$ cat src/hdl/lci_pkg.sv
`default_nettype none
// shared constants and carriers for the channel coding and interrupt block
package lci_pkg;

    // sizes
    localparam int LCI_NCH = 14;
    localparam int LCI_AW = 12;
    localparam int LCI_DW = 32;
    localparam int LCI_SUB_W = 4;

    // word index taken from byte address bits
    localparam int LCI_IDX_LSB = 2;
    localparam int LCI_IDX_MSB = 9;

    // per channel register index inside a 16-word channel slot
    localparam logic [3:0] LCI_SUB_CODE = 4'h3;
    localparam logic [3:0] LCI_SUB_IE = 4'h4;
    localparam logic [3:0] LCI_SUB_FLAG = 4'h5;

    // global register indices
    localparam logic [7:0] LCI_IDX_GLOBAL = 8'hE0;
    localparam logic [7:0] LCI_IDX_ISTAT = 8'hE1;
    localparam logic [7:0] LCI_IDX_ICLR = 8'hE2;
    localparam logic [7:0] LCI_IDX_IEN = 8'hE3;

    // field positions of the coding register
    localparam int LCI_BIT_CODE = 5;
    localparam int LCI_RES_HI = 4;
    localparam int LCI_RES_LO = 3;
    localparam int LCI_BIT_BPV = 2;
    localparam int LCI_BIT_BER = 1;

    // field position of the global enable
    localparam int LCI_BIT_GIE = 0;

    // used bits of the enable and flag layout
    localparam logic [7:0] LCI_IE_USED = 8'h77;
    localparam logic [7:0] LCI_REG_RST = 8'h00;

    // register selected by an address
    typedef enum logic [2:0] {
        LCI_SEL_NONE, LCI_SEL_CODE, LCI_SEL_IE, LCI_SEL_FLAG,
        LCI_SEL_GLOBAL, LCI_SEL_ISTAT, LCI_SEL_ICLR, LCI_SEL_IEN
    } lci_sel_t;

    // decoded address
    typedef struct packed {
        lci_sel_t sel;
        logic [3:0] ch;
    } lci_dec_t;

    // static line settings per channel
    typedef struct packed {
        logic [LCI_NCH-1:0] line_code_select;
        logic [LCI_NCH-1:0][1:0] rx_resistor_select;
    } lci_chan_cfg_t;

    // insertion requests or pulses per channel
    typedef struct packed {
        logic [LCI_NCH-1:0] bpv;
        logic [LCI_NCH-1:0] ber;
    } lci_inj_t;

endpackage : lci_pkg
`default_nettype wire
$ cat src/hdl/lci_channel_coding_irq_ctrl.sv
`timescale 1ns/1ps
`default_nettype none
// Summary of operation
// - code bit picks zero-substitution or AMI
// - two bits select receive resistor value
// - violation bit rise inserts one violation
// - insertions wait for next line clock rise
// - error bit rise inserts one bit error
// - enables for driver, fifo, code violation
// - enables for all-ones, signal loss, pattern
// - pin needs channel and global enable
// - reserved bits store, reset zero, inert
// - fourteen channel copies, sixteen-word stride
// - flags track regardless of mask
module lci_channel_coding_irq_ctrl
    import lci_pkg::*;
(
    // clock and reset
    input wire logic clk,
    input wire logic sys_rst,
    // apb slave
    input wire logic [LCI_AW-1:0] paddr,
    input wire logic psel,
    input wire logic penable,
    input wire logic pwrite,
    input wire logic [LCI_DW-1:0] pwdata,
    output logic [LCI_DW-1:0] prdata,
    output logic pready,
    output logic pslverr,
    // line side
    input wire logic [LCI_NCH-1:0] tx_line_clock,
    input wire logic [LCI_NCH-1:0][7:0] alarm_flags,
    // channel controls
    output lci_chan_cfg_t chan_cfg,
    output lci_inj_t inject,
    // interrupt
    output logic irq
);

    // address to register, channel slots then globals
    function automatic lci_dec_t lci_decode(input logic [LCI_AW-1:0] addr);
        lci_dec_t d;
        logic [7:0] idx;
        idx = addr[LCI_IDX_MSB:LCI_IDX_LSB];
        d.sel = LCI_SEL_NONE;
        d.ch = idx[7:LCI_SUB_W];
        // upper bits and byte offset must be zero
        if (addr[LCI_IDX_LSB-1:0] == '0 && addr[LCI_AW-1:LCI_IDX_MSB+1] == '0) begin
            if (idx == LCI_IDX_GLOBAL) begin
                d.sel = LCI_SEL_GLOBAL;
            end else if (idx == LCI_IDX_ISTAT) begin
                d.sel = LCI_SEL_ISTAT;
            end else if (idx == LCI_IDX_ICLR) begin
                d.sel = LCI_SEL_ICLR;
            end else if (idx == LCI_IDX_IEN) begin
                d.sel = LCI_SEL_IEN;
            end else if (d.ch < LCI_NCH) begin
                if (idx[LCI_SUB_W-1:0] == LCI_SUB_CODE) begin
                    d.sel = LCI_SEL_CODE;
                end else if (idx[LCI_SUB_W-1:0] == LCI_SUB_IE) begin
                    d.sel = LCI_SEL_IE;
                end else if (idx[LCI_SUB_W-1:0] == LCI_SUB_FLAG) begin
                    d.sel = LCI_SEL_FLAG;
                end
            end
        end
        return d;
    endfunction : lci_decode

    // all state of the module
    typedef struct packed {
        logic [LCI_NCH-1:0][7:0] code;
        logic [LCI_NCH-1:0][7:0] ie;
        logic [7:0] glob;
        logic [LCI_DW-1:0] rdata;
        logic rdy;
        logic err;
        lci_inj_t req;
    } lci_main_st_t;

    lci_main_st_t st_q;
    lci_main_st_t st_d;

    // decoded access
    lci_dec_t dec;
    // setup phase of an apb transfer
    logic setup_ph;
    // write takes effect this edge
    logic wr_en;
    // low byte of the write data
    logic [7:0] wbyte;
    // read value chosen at setup
    logic [LCI_DW-1:0] rd_val;
    // per channel enabled source active
    logic [LCI_NCH-1:0] chan_hit;
    // interrupt block read back
    logic [LCI_NCH-1:0] istat;
    logic [LCI_NCH-1:0] ien;
    // global enable level
    logic global_irq_enable;

    // bus phase decode
    always_comb begin
        dec = lci_decode(paddr);
        setup_ph = psel && !penable;
        // ready is only high in the access cycle, so one write per transfer
        wr_en = psel && penable && st_q.rdy && pwrite;
        wbyte = pwdata[7:0];
        global_irq_enable = st_q.glob[LCI_BIT_GIE];
    end

    // read mux, registered at setup so prdata comes from a flop
    always_comb begin
        rd_val = '0;
        unique case (dec.sel)
            LCI_SEL_CODE: begin
                rd_val = LCI_DW'(st_q.code[dec.ch]);
            end
            LCI_SEL_IE: begin
                rd_val = LCI_DW'(st_q.ie[dec.ch]);
            end
            LCI_SEL_FLAG: begin
                rd_val = LCI_DW'(alarm_flags[dec.ch] & LCI_IE_USED);
            end
            LCI_SEL_GLOBAL: begin
                rd_val = LCI_DW'(st_q.glob);
            end
            LCI_SEL_ISTAT: begin
                rd_val = LCI_DW'(istat);
            end
            LCI_SEL_IEN: begin
                rd_val = LCI_DW'(ien);
            end
            LCI_SEL_NONE, LCI_SEL_ICLR: begin
                // clear register is write-only
                rd_val = '0;
            end
        endcase
    end

    // per channel source gating
    always_comb begin
        for (int i = 0; i < LCI_NCH; i++) begin
            chan_hit[i] = (alarm_flags[i] & st_q.ie[i] & LCI_IE_USED) != '0;
        end
    end

    // next state
    always_comb begin
        st_d = st_q;
        // requests are single-cycle
        st_d.req = '0;
        // zero wait state: answer in the cycle after setup
        st_d.rdy = setup_ph;
        st_d.err = setup_ph && (dec.sel == LCI_SEL_NONE);
        if (setup_ph) begin
            st_d.rdata = rd_val;
        end
        if (wr_en) begin
            unique case (dec.sel)
                LCI_SEL_CODE: begin
                    st_d.code[dec.ch] = wbyte;
                    st_d.req.bpv[dec.ch] = wbyte[LCI_BIT_BPV] && !st_q.code[dec.ch][LCI_BIT_BPV];
                    st_d.req.ber[dec.ch] = wbyte[LCI_BIT_BER] && !st_q.code[dec.ch][LCI_BIT_BER];
                end
                LCI_SEL_IE: begin
                    st_d.ie[dec.ch] = wbyte;
                end
                LCI_SEL_GLOBAL: begin
                    st_d.glob = wbyte;
                end
                LCI_SEL_NONE, LCI_SEL_FLAG, LCI_SEL_ISTAT, LCI_SEL_ICLR, LCI_SEL_IEN: begin
                    // read-only or handled by the interrupt block
                end
            endcase
        end
    end

    // state register, everything clears to zero
    always_ff @(posedge clk or posedge sys_rst) begin
        if (sys_rst) begin
            st_q <= '0;
        end else begin
            st_q <= st_d;
        end
    end

    // line settings straight from stored bits
    always_comb begin
        for (int i = 0; i < LCI_NCH; i++) begin
            chan_cfg.line_code_select[i] = st_q.code[i][LCI_BIT_CODE];
            chan_cfg.rx_resistor_select[i] = st_q.code[i][LCI_RES_HI:LCI_RES_LO];
        end
    end

    assign prdata = st_q.rdata;
    assign pready = st_q.rdy;
    assign pslverr = st_q.err;

    // transmit-side insertion timing
    lci_inject_edge u_inject (
        .clk(clk),
        .sys_rst(sys_rst),
        .req(st_q.req),
        .tx_line_clock(tx_line_clock),
        .pulse(inject)
    );

    // interrupt status and pin
    lci_irq_agg u_irq (
        .clk(clk),
        .sys_rst(sys_rst),
        .chan_hit(chan_hit),
        .global_irq_enable(global_irq_enable),
        .clr_we(wr_en && dec.sel == LCI_SEL_ICLR),
        .ien_we(wr_en && dec.sel == LCI_SEL_IEN),
        .wdata(pwdata[LCI_NCH-1:0]),
        .istat(istat),
        .ien(ien),
        .irq(irq)
    );
endmodule : lci_channel_coding_irq_ctrl
`default_nettype wire

$ cat src/hdl/lci_inject_edge.sv
`timescale 1ns/1ps
`default_nettype none
module lci_inject_edge
    import lci_pkg::*;
(
    // clock and reset
    input wire logic clk,
    input wire logic sys_rst,
    // requests from the register side
    input wire lci_inj_t req,
    // per channel transmit line clocks
    input wire logic [LCI_NCH-1:0] tx_line_clock,
    // one-cycle insertion pulses
    output lci_inj_t pulse
);

    // all state of the module
    typedef struct packed {
        lci_inj_t pend;
        logic [LCI_NCH-1:0] tx_line_clock_prev;
        lci_inj_t out;
    } lci_inj_st_t;

    lci_inj_st_t st_q;
    lci_inj_st_t st_d;
    logic [LCI_NCH-1:0] tx_line_clock_rise;

    // requests wait for the next line clock rise
    always_comb begin
        st_d = st_q;
        tx_line_clock_rise = tx_line_clock & ~st_q.tx_line_clock_prev;
        st_d.tx_line_clock_prev = tx_line_clock;
        st_d.out.bpv = tx_line_clock_rise & st_q.pend.bpv;
        st_d.out.ber = tx_line_clock_rise & st_q.pend.ber;
        // one pulse per request, set wins
        st_d.pend.bpv = req.bpv | (st_q.pend.bpv & ~tx_line_clock_rise);
        st_d.pend.ber = req.ber | (st_q.pend.ber & ~tx_line_clock_rise);
    end

    // state register
    always_ff @(posedge clk or posedge sys_rst) begin
        if (sys_rst) begin
            st_q <= '0;
        end else begin
            st_q <= st_d;
        end
    end

    assign pulse = st_q.out;
endmodule : lci_inject_edge
`default_nettype wire

$ cat src/hdl/lci_irq_agg.sv
`timescale 1ns/1ps
`default_nettype none
module lci_irq_agg
    import lci_pkg::*;
(
    // clock and reset
    input wire logic clk,
    input wire logic sys_rst,
    // per channel enabled source active
    input wire logic [LCI_NCH-1:0] chan_hit,
    input wire logic global_irq_enable,
    // software access
    input wire logic clr_we,
    input wire logic ien_we,
    input wire logic [LCI_NCH-1:0] wdata,
    output logic [LCI_NCH-1:0] istat,
    output logic [LCI_NCH-1:0] ien,
    // interrupt level
    output logic irq
);

    // all state of the module
    typedef struct packed {
        logic [LCI_NCH-1:0] stat;
        logic [LCI_NCH-1:0] en;
        logic irq;
    } lci_irq_st_t;

    lci_irq_st_t st_q;
    lci_irq_st_t st_d;

    // sticky status, set beats clear
    always_comb begin
        st_d = st_q;
        st_d.stat = (st_q.stat & ~(clr_we ? wdata : '0)) | chan_hit;
        if (ien_we) begin
            st_d.en = wdata;
        end
        st_d.irq = global_irq_enable && ((st_q.stat & st_q.en) != '0);
    end

    // state register
    always_ff @(posedge clk or posedge sys_rst) begin
        if (sys_rst) begin
            st_q <= '0;
        end else begin
            st_q <= st_d;
        end
    end

    assign istat = st_q.stat;
    assign ien = st_q.en;
    assign irq = st_q.irq;
endmodule : lci_irq_agg
`default_nettype wire

$ cat config.mk
export PLATFORM = sky130hd
export DESIGN_NAME = lci_channel_coding_irq_ctrl
export DESIGN_NICKNAME = d
export VERILOG_FILES = /design/src/hdl/lci_pkg.sv /design/src/hdl/lci_channel_coding_irq_ctrl.sv /design/src/hdl/lci_inject_edge.sv /design/src/hdl/lci_irq_agg.sv
export SDC_FILE = /design/constraint.sdc
export NUM_CORES = 1
export LEC_CHECK = 0
export ABC_AREA = 1
export BUFFER_PORTS_ARGS = -buffer_cell sky130_fd_sc_hd__buf_2
export CORE_MARGIN = 2
export CORE_UTILIZATION = 55
export CTS_BUF_LIST = sky130_fd_sc_hd__clkbuf_2 sky130_fd_sc_hd__clkbuf_4 sky130_fd_sc_hd__clkbuf_8
export CTS_CLUSTER_SIZE = 14
export DETAILED_ROUTE_END_ITERATION = 6
export PLACE_DENSITY = 0.74
export SKIP_CTS_REPAIR_TIMING = 1
export SLEW_MARGIN = 40
export SYNTH_ARGS = -nofsm -noshare
export SYNTH_HDL_FRONTEND = slang
export SYNTH_SLANG_ARGS = --single-unit
$ cat constraint.sdc
create_clock -name clk -period 16.32 [get_ports clk]
set_input_delay 4.08 -clock clk [delete_from_list [all_inputs] [get_ports clk]]
set_output_delay 4.08 -clock clk [all_outputs]
set_load 0.01 [all_outputs]
==> reports/qor.tcl <==
set qor(design.final.nets) 2629
set qor(synthesis.area_per_instance_sq_um) 7.89
set qor(cts.sink_count) 375
set qor(grt_overall_usage_pct) 28.8
set qor(timing.critical_path.required_ns) 16.85
set qor(via_count) 15600
set qor(critical-path-slowest-cell) {sky130_fd_sc_hd__nand2_2}
set qor(leakagePower_nw) 11.0
set qor(io_pins) 280
set qor(setup_tns_ns) 0
set qor(clk_skew_ns) 0.0365
set qor(setup.worst_path.start_class) {input pin}
set qor(grt_pass1_vias) 14700
set qor(overflow) 0
set qor(worst_path_largest_cell_delay_ns) 0.79
set qor(ctsRootBufferMaster) {sky130_fd_sc_hd__clkbuf_8}
set qor(dp_hpwl_mm) 34.2
set qor(final_antenna_violating_net_count) 0
set qor(vdd_drop_max_uv) 61.1
set qor(period_needed_ns) 7.52
set qor(layout.cell_area.non_filler_sq_um) 20600
set qor(worst_skew_pair.late_latency_ns) 0.65
set qor(gp_routability_congestion) 0.932
set qor(remaining_drc_errors) 0
set qor(ys_ff_latch) 375
set qor(ys_async_sr_fraction_pct) 100
set qor(postPlaceCellArea_sq_um) 19100
set qor(cp_buf_inv_count) 5
set qor(kind_of_critical_path) {input pin to register}
set qor(synthesis.instances) 2356
set qor(setup_viol_count_final) 0
set qor(avgRoutedWirePerCell_um) 17.2
set qor(yosys-top-cells-area) {sky130_fd_sc_hd__dfrtp_1 (50%), sky130_fd_sc_hd__nand2_1 (15%), sky130_fd_sc_hd__inv_1 (5.1%)}
set qor(critPathTopFamily) {simple AND/OR/NAND/NOR gates}
set qor(synth-edff-count) 0
set qor(powerDensity_nw_per_um2) 97.0
set qor(rsz_0062_raised_after_global_routing) {false}
set qor(num_rows) 67
set qor(report.final.hold_viol_count) 0
set qor(path_max_fanout) 42
set qor(final-max-slew-violation-count) 0
set qor(timing.critical_path.cells) {buf_2 -> buf_4 -> clkinv_2 -> nand2_2 -> nor2_4 -> nand3_2 -> inv_1 -> nor4_4 -> buf_4 -> nand2_1 -> o21ai_0}
set qor(run_status) {finished, final reports clean}
set qor(placeableCoreArea_sq_um) 33400
set qor(critPathArrivalTime_ns) 8.05
set qor(cap_violations) 0
set qor(yosysSeqAreaShare_pct) 50.5
set qor(finalCritPeriodShare_pct) 46.1
set qor(die_height_um) 188
set qor(drt-initial-drc-count) 1589
set qor(syn_to_final_growth_pct) 10.7
set qor(yosysUniqueCellTypes) 35
set qor(initial_utilization_pct) 55.6
set qor(worst_hold_path_type) {register to register}
set qor(final_cell_mix) {sky130_fd_sc_hd__nand2_1 (763), sky130_fd_sc_hd__dfrtp_1 (375), sky130_fd_sc_hd__inv_1 (244)}
set qor(filler_cell_count) 2974
set qor(netlist_area_sq_um) 18600
set qor(layout_commonest_cell) {sky130_fd_sc_hd__nand2_1}
set qor(max_freq_mhz) 133
set qor(maxSlewHeadroom_pct) 43.6
set qor(die-width_um) 188
set qor(grt_max_degree) 159
set qor(tritoncts_clock_tree) {built}
set qor(end_kind) {register}
set qor(antenna_cells_inserted) 0
set qor(post-synth-top-area-cell) {sky130_fd_sc_hd__dfrtp_1}
set qor(worst_setup_hold_path_clk_slew_ns) 0.06
set qor(max_slew.worst_pin.slew_ns) 0.841
set qor(synthFlopType) {sky130_fd_sc_hd__dfrtp_1}
set qor(synth_warn) 0
set qor(cts.htree.levels) 2
set qor(antenna_found_initial) 1
set qor(yosysTopAreaCellShare_pct) 50.5
set qor(vias_per_cell) 5.30
set qor(first_pass_iters) 5
set qor(cts-buffers-inserted) 61
set qor(buffer_ports.inserted) 215
set qor(wl_mm) 50.6
set qor(critical-path-top-cell-by-count) {sky130_fd_sc_hd__buf_4}
set qor(first_pass_grt_wire_length_mm) 80.1
set qor(drive_gt1_share_pct) 15.9
set qor(ctsLongestPathBuffers) 3
set qor(dieArea_sq_um) 35300
cells in the mapped netlist (2+ instances only):
| cell type | instances |
|---|---|
| sky130_fd_sc_hd__o21ai_0 | 114 |
| sky130_fd_sc_hd__clkbuf_1 | 76 |
| sky130_fd_sc_hd__nand3_2 | 2 |
| sky130_fd_sc_hd__nand2_4 | 21 |
| sky130_fd_sc_hd__nor2_1 | 202 |
| sky130_fd_sc_hd__inv_1 | 251 |
| sky130_fd_sc_hd__a22oi_1 | 48 |
| sky130_fd_sc_hd__a22o_1 | 8 |
| sky130_fd_sc_hd__a221oi_1 | 13 |
| sky130_fd_sc_hd__inv_2 | 3 |
| sky130_fd_sc_hd__buf_6 | 21 |
| sky130_fd_sc_hd__buf_2 | 14 |
| sky130_fd_sc_hd__o22ai_1 | 14 |
| sky130_fd_sc_hd__o21ai_1 | 160 |
| sky130_fd_sc_hd__nand3_1 | 44 |
| sky130_fd_sc_hd__nand4_1 | 14 |
| sky130_fd_sc_hd__buf_4 | 102 |
| sky130_fd_sc_hd__a21oi_1 | 32 |
| sky130_fd_sc_hd__nor3_1 | 31 |
| sky130_fd_sc_hd__nand2_2 | 6 |
| sky130_fd_sc_hd__nor2_4 | 2 |
| sky130_fd_sc_hd__o21bai_1 | 28 |
| sky130_fd_sc_hd__dfrtp_1 | 375 |
| sky130_fd_sc_hd__nand2_1 | 764 |
routing by layer:
metal | GRT usage [%] | wire length, um | up-vias | share of wire [%]
met5 | 0 | 16 | - | 0.032
li1 | - | - | 7510 | -
met1 | 42.1 | 22700 | 7377 | 45
met4 | 8.30 | 1210 | 2 | 2.4
met2 | 43.9 | 22300 | 664 | 44
met3 | 5.86 | 4420 | 84 | 8.7
stage by stage:
stage / hold slack (ns) / utilization [%] / instances / power, mW / setup slack [ns]
floorplan: 0.417 / - / 2373 / 1.03 / 1.82
detailed placement: 0.424 / 57.0 / 2836 / 1.09 / 8.32
global placement: 0.423 / 57.0 / 2836 / 1.09 / 8.31
global route: 0.440 / 61.5 / 2950 / 2.07 / 8.66
CTS: 0.426 / 61.3 / 2947 / 2.01 / 8.97
finish: 0.418 / 61.5 / 2950 / 2.00 / 8.80
final timing paths:
kind	from	endpoint	slack, ns	depth (start not counted)
worst max-delay path	paddr[6]	st_q[119]	8.80	11
worst min-delay path	st_q[11]	u_inject.st_q[53]	0.42	1
worst max register to register	pready	st_q[119]	13.72	5
worst min register to register	st_q[11]	u_inject.st_q[53]	0.42	1
max in group asynchronous	sys_rst	u_inject.st_q[31]	11.50	4
min in group asynchronous	sys_rst	u_inject.st_q[41]	3.46	2
where the power goes:
| group | switching [mW] | internal, mW | total, mW |
|---|---|---|---|
| Sequential | 0.00258 | 0.934 | 0.937 |
| Combinational | 0.105 | 0.0353 | 0.140 |
| Clock | 0.378 | 0.542 | 0.920 |
| Total | 0.486 | 1.51 | 2.00 |
area by class of cell:
type	count	area [sq um]	area share, %
sequential	375	9380	45.6
multi-input combinational	1527	6970	33.9
timing repair buffer	233	1280	6.24
clock buffer	101	1230	5.99
inverter	256	975	4.74
tap	448	561	2.72
clock inverter	10	176	0.857
registers in the layout, indices dropped and copies added, names as in the netlist:
signal	cells
chan_cfg	42
prdata	14
u_irq.istat	14
pslverr	1
u_inject.st_q	42
u_inject.pulse	28
u_irq.ien	14
global_irq_enable	1
st_q	217
u_irq.irq	1
pready	1
cells by family (layout without fill, tap and decap cells):
group	Yosys count	in the layout	synth area share (%)
flip-flops	375	375	50.5
other	1	18	0.0202
AND/OR/NAND/NOR	1091	1091	24.1
AO/OA/AOI/OAI	418	418	12.8
buffers and inverters	471	600	12.6
Note: power is estimated with default switching activity, not from simulation.
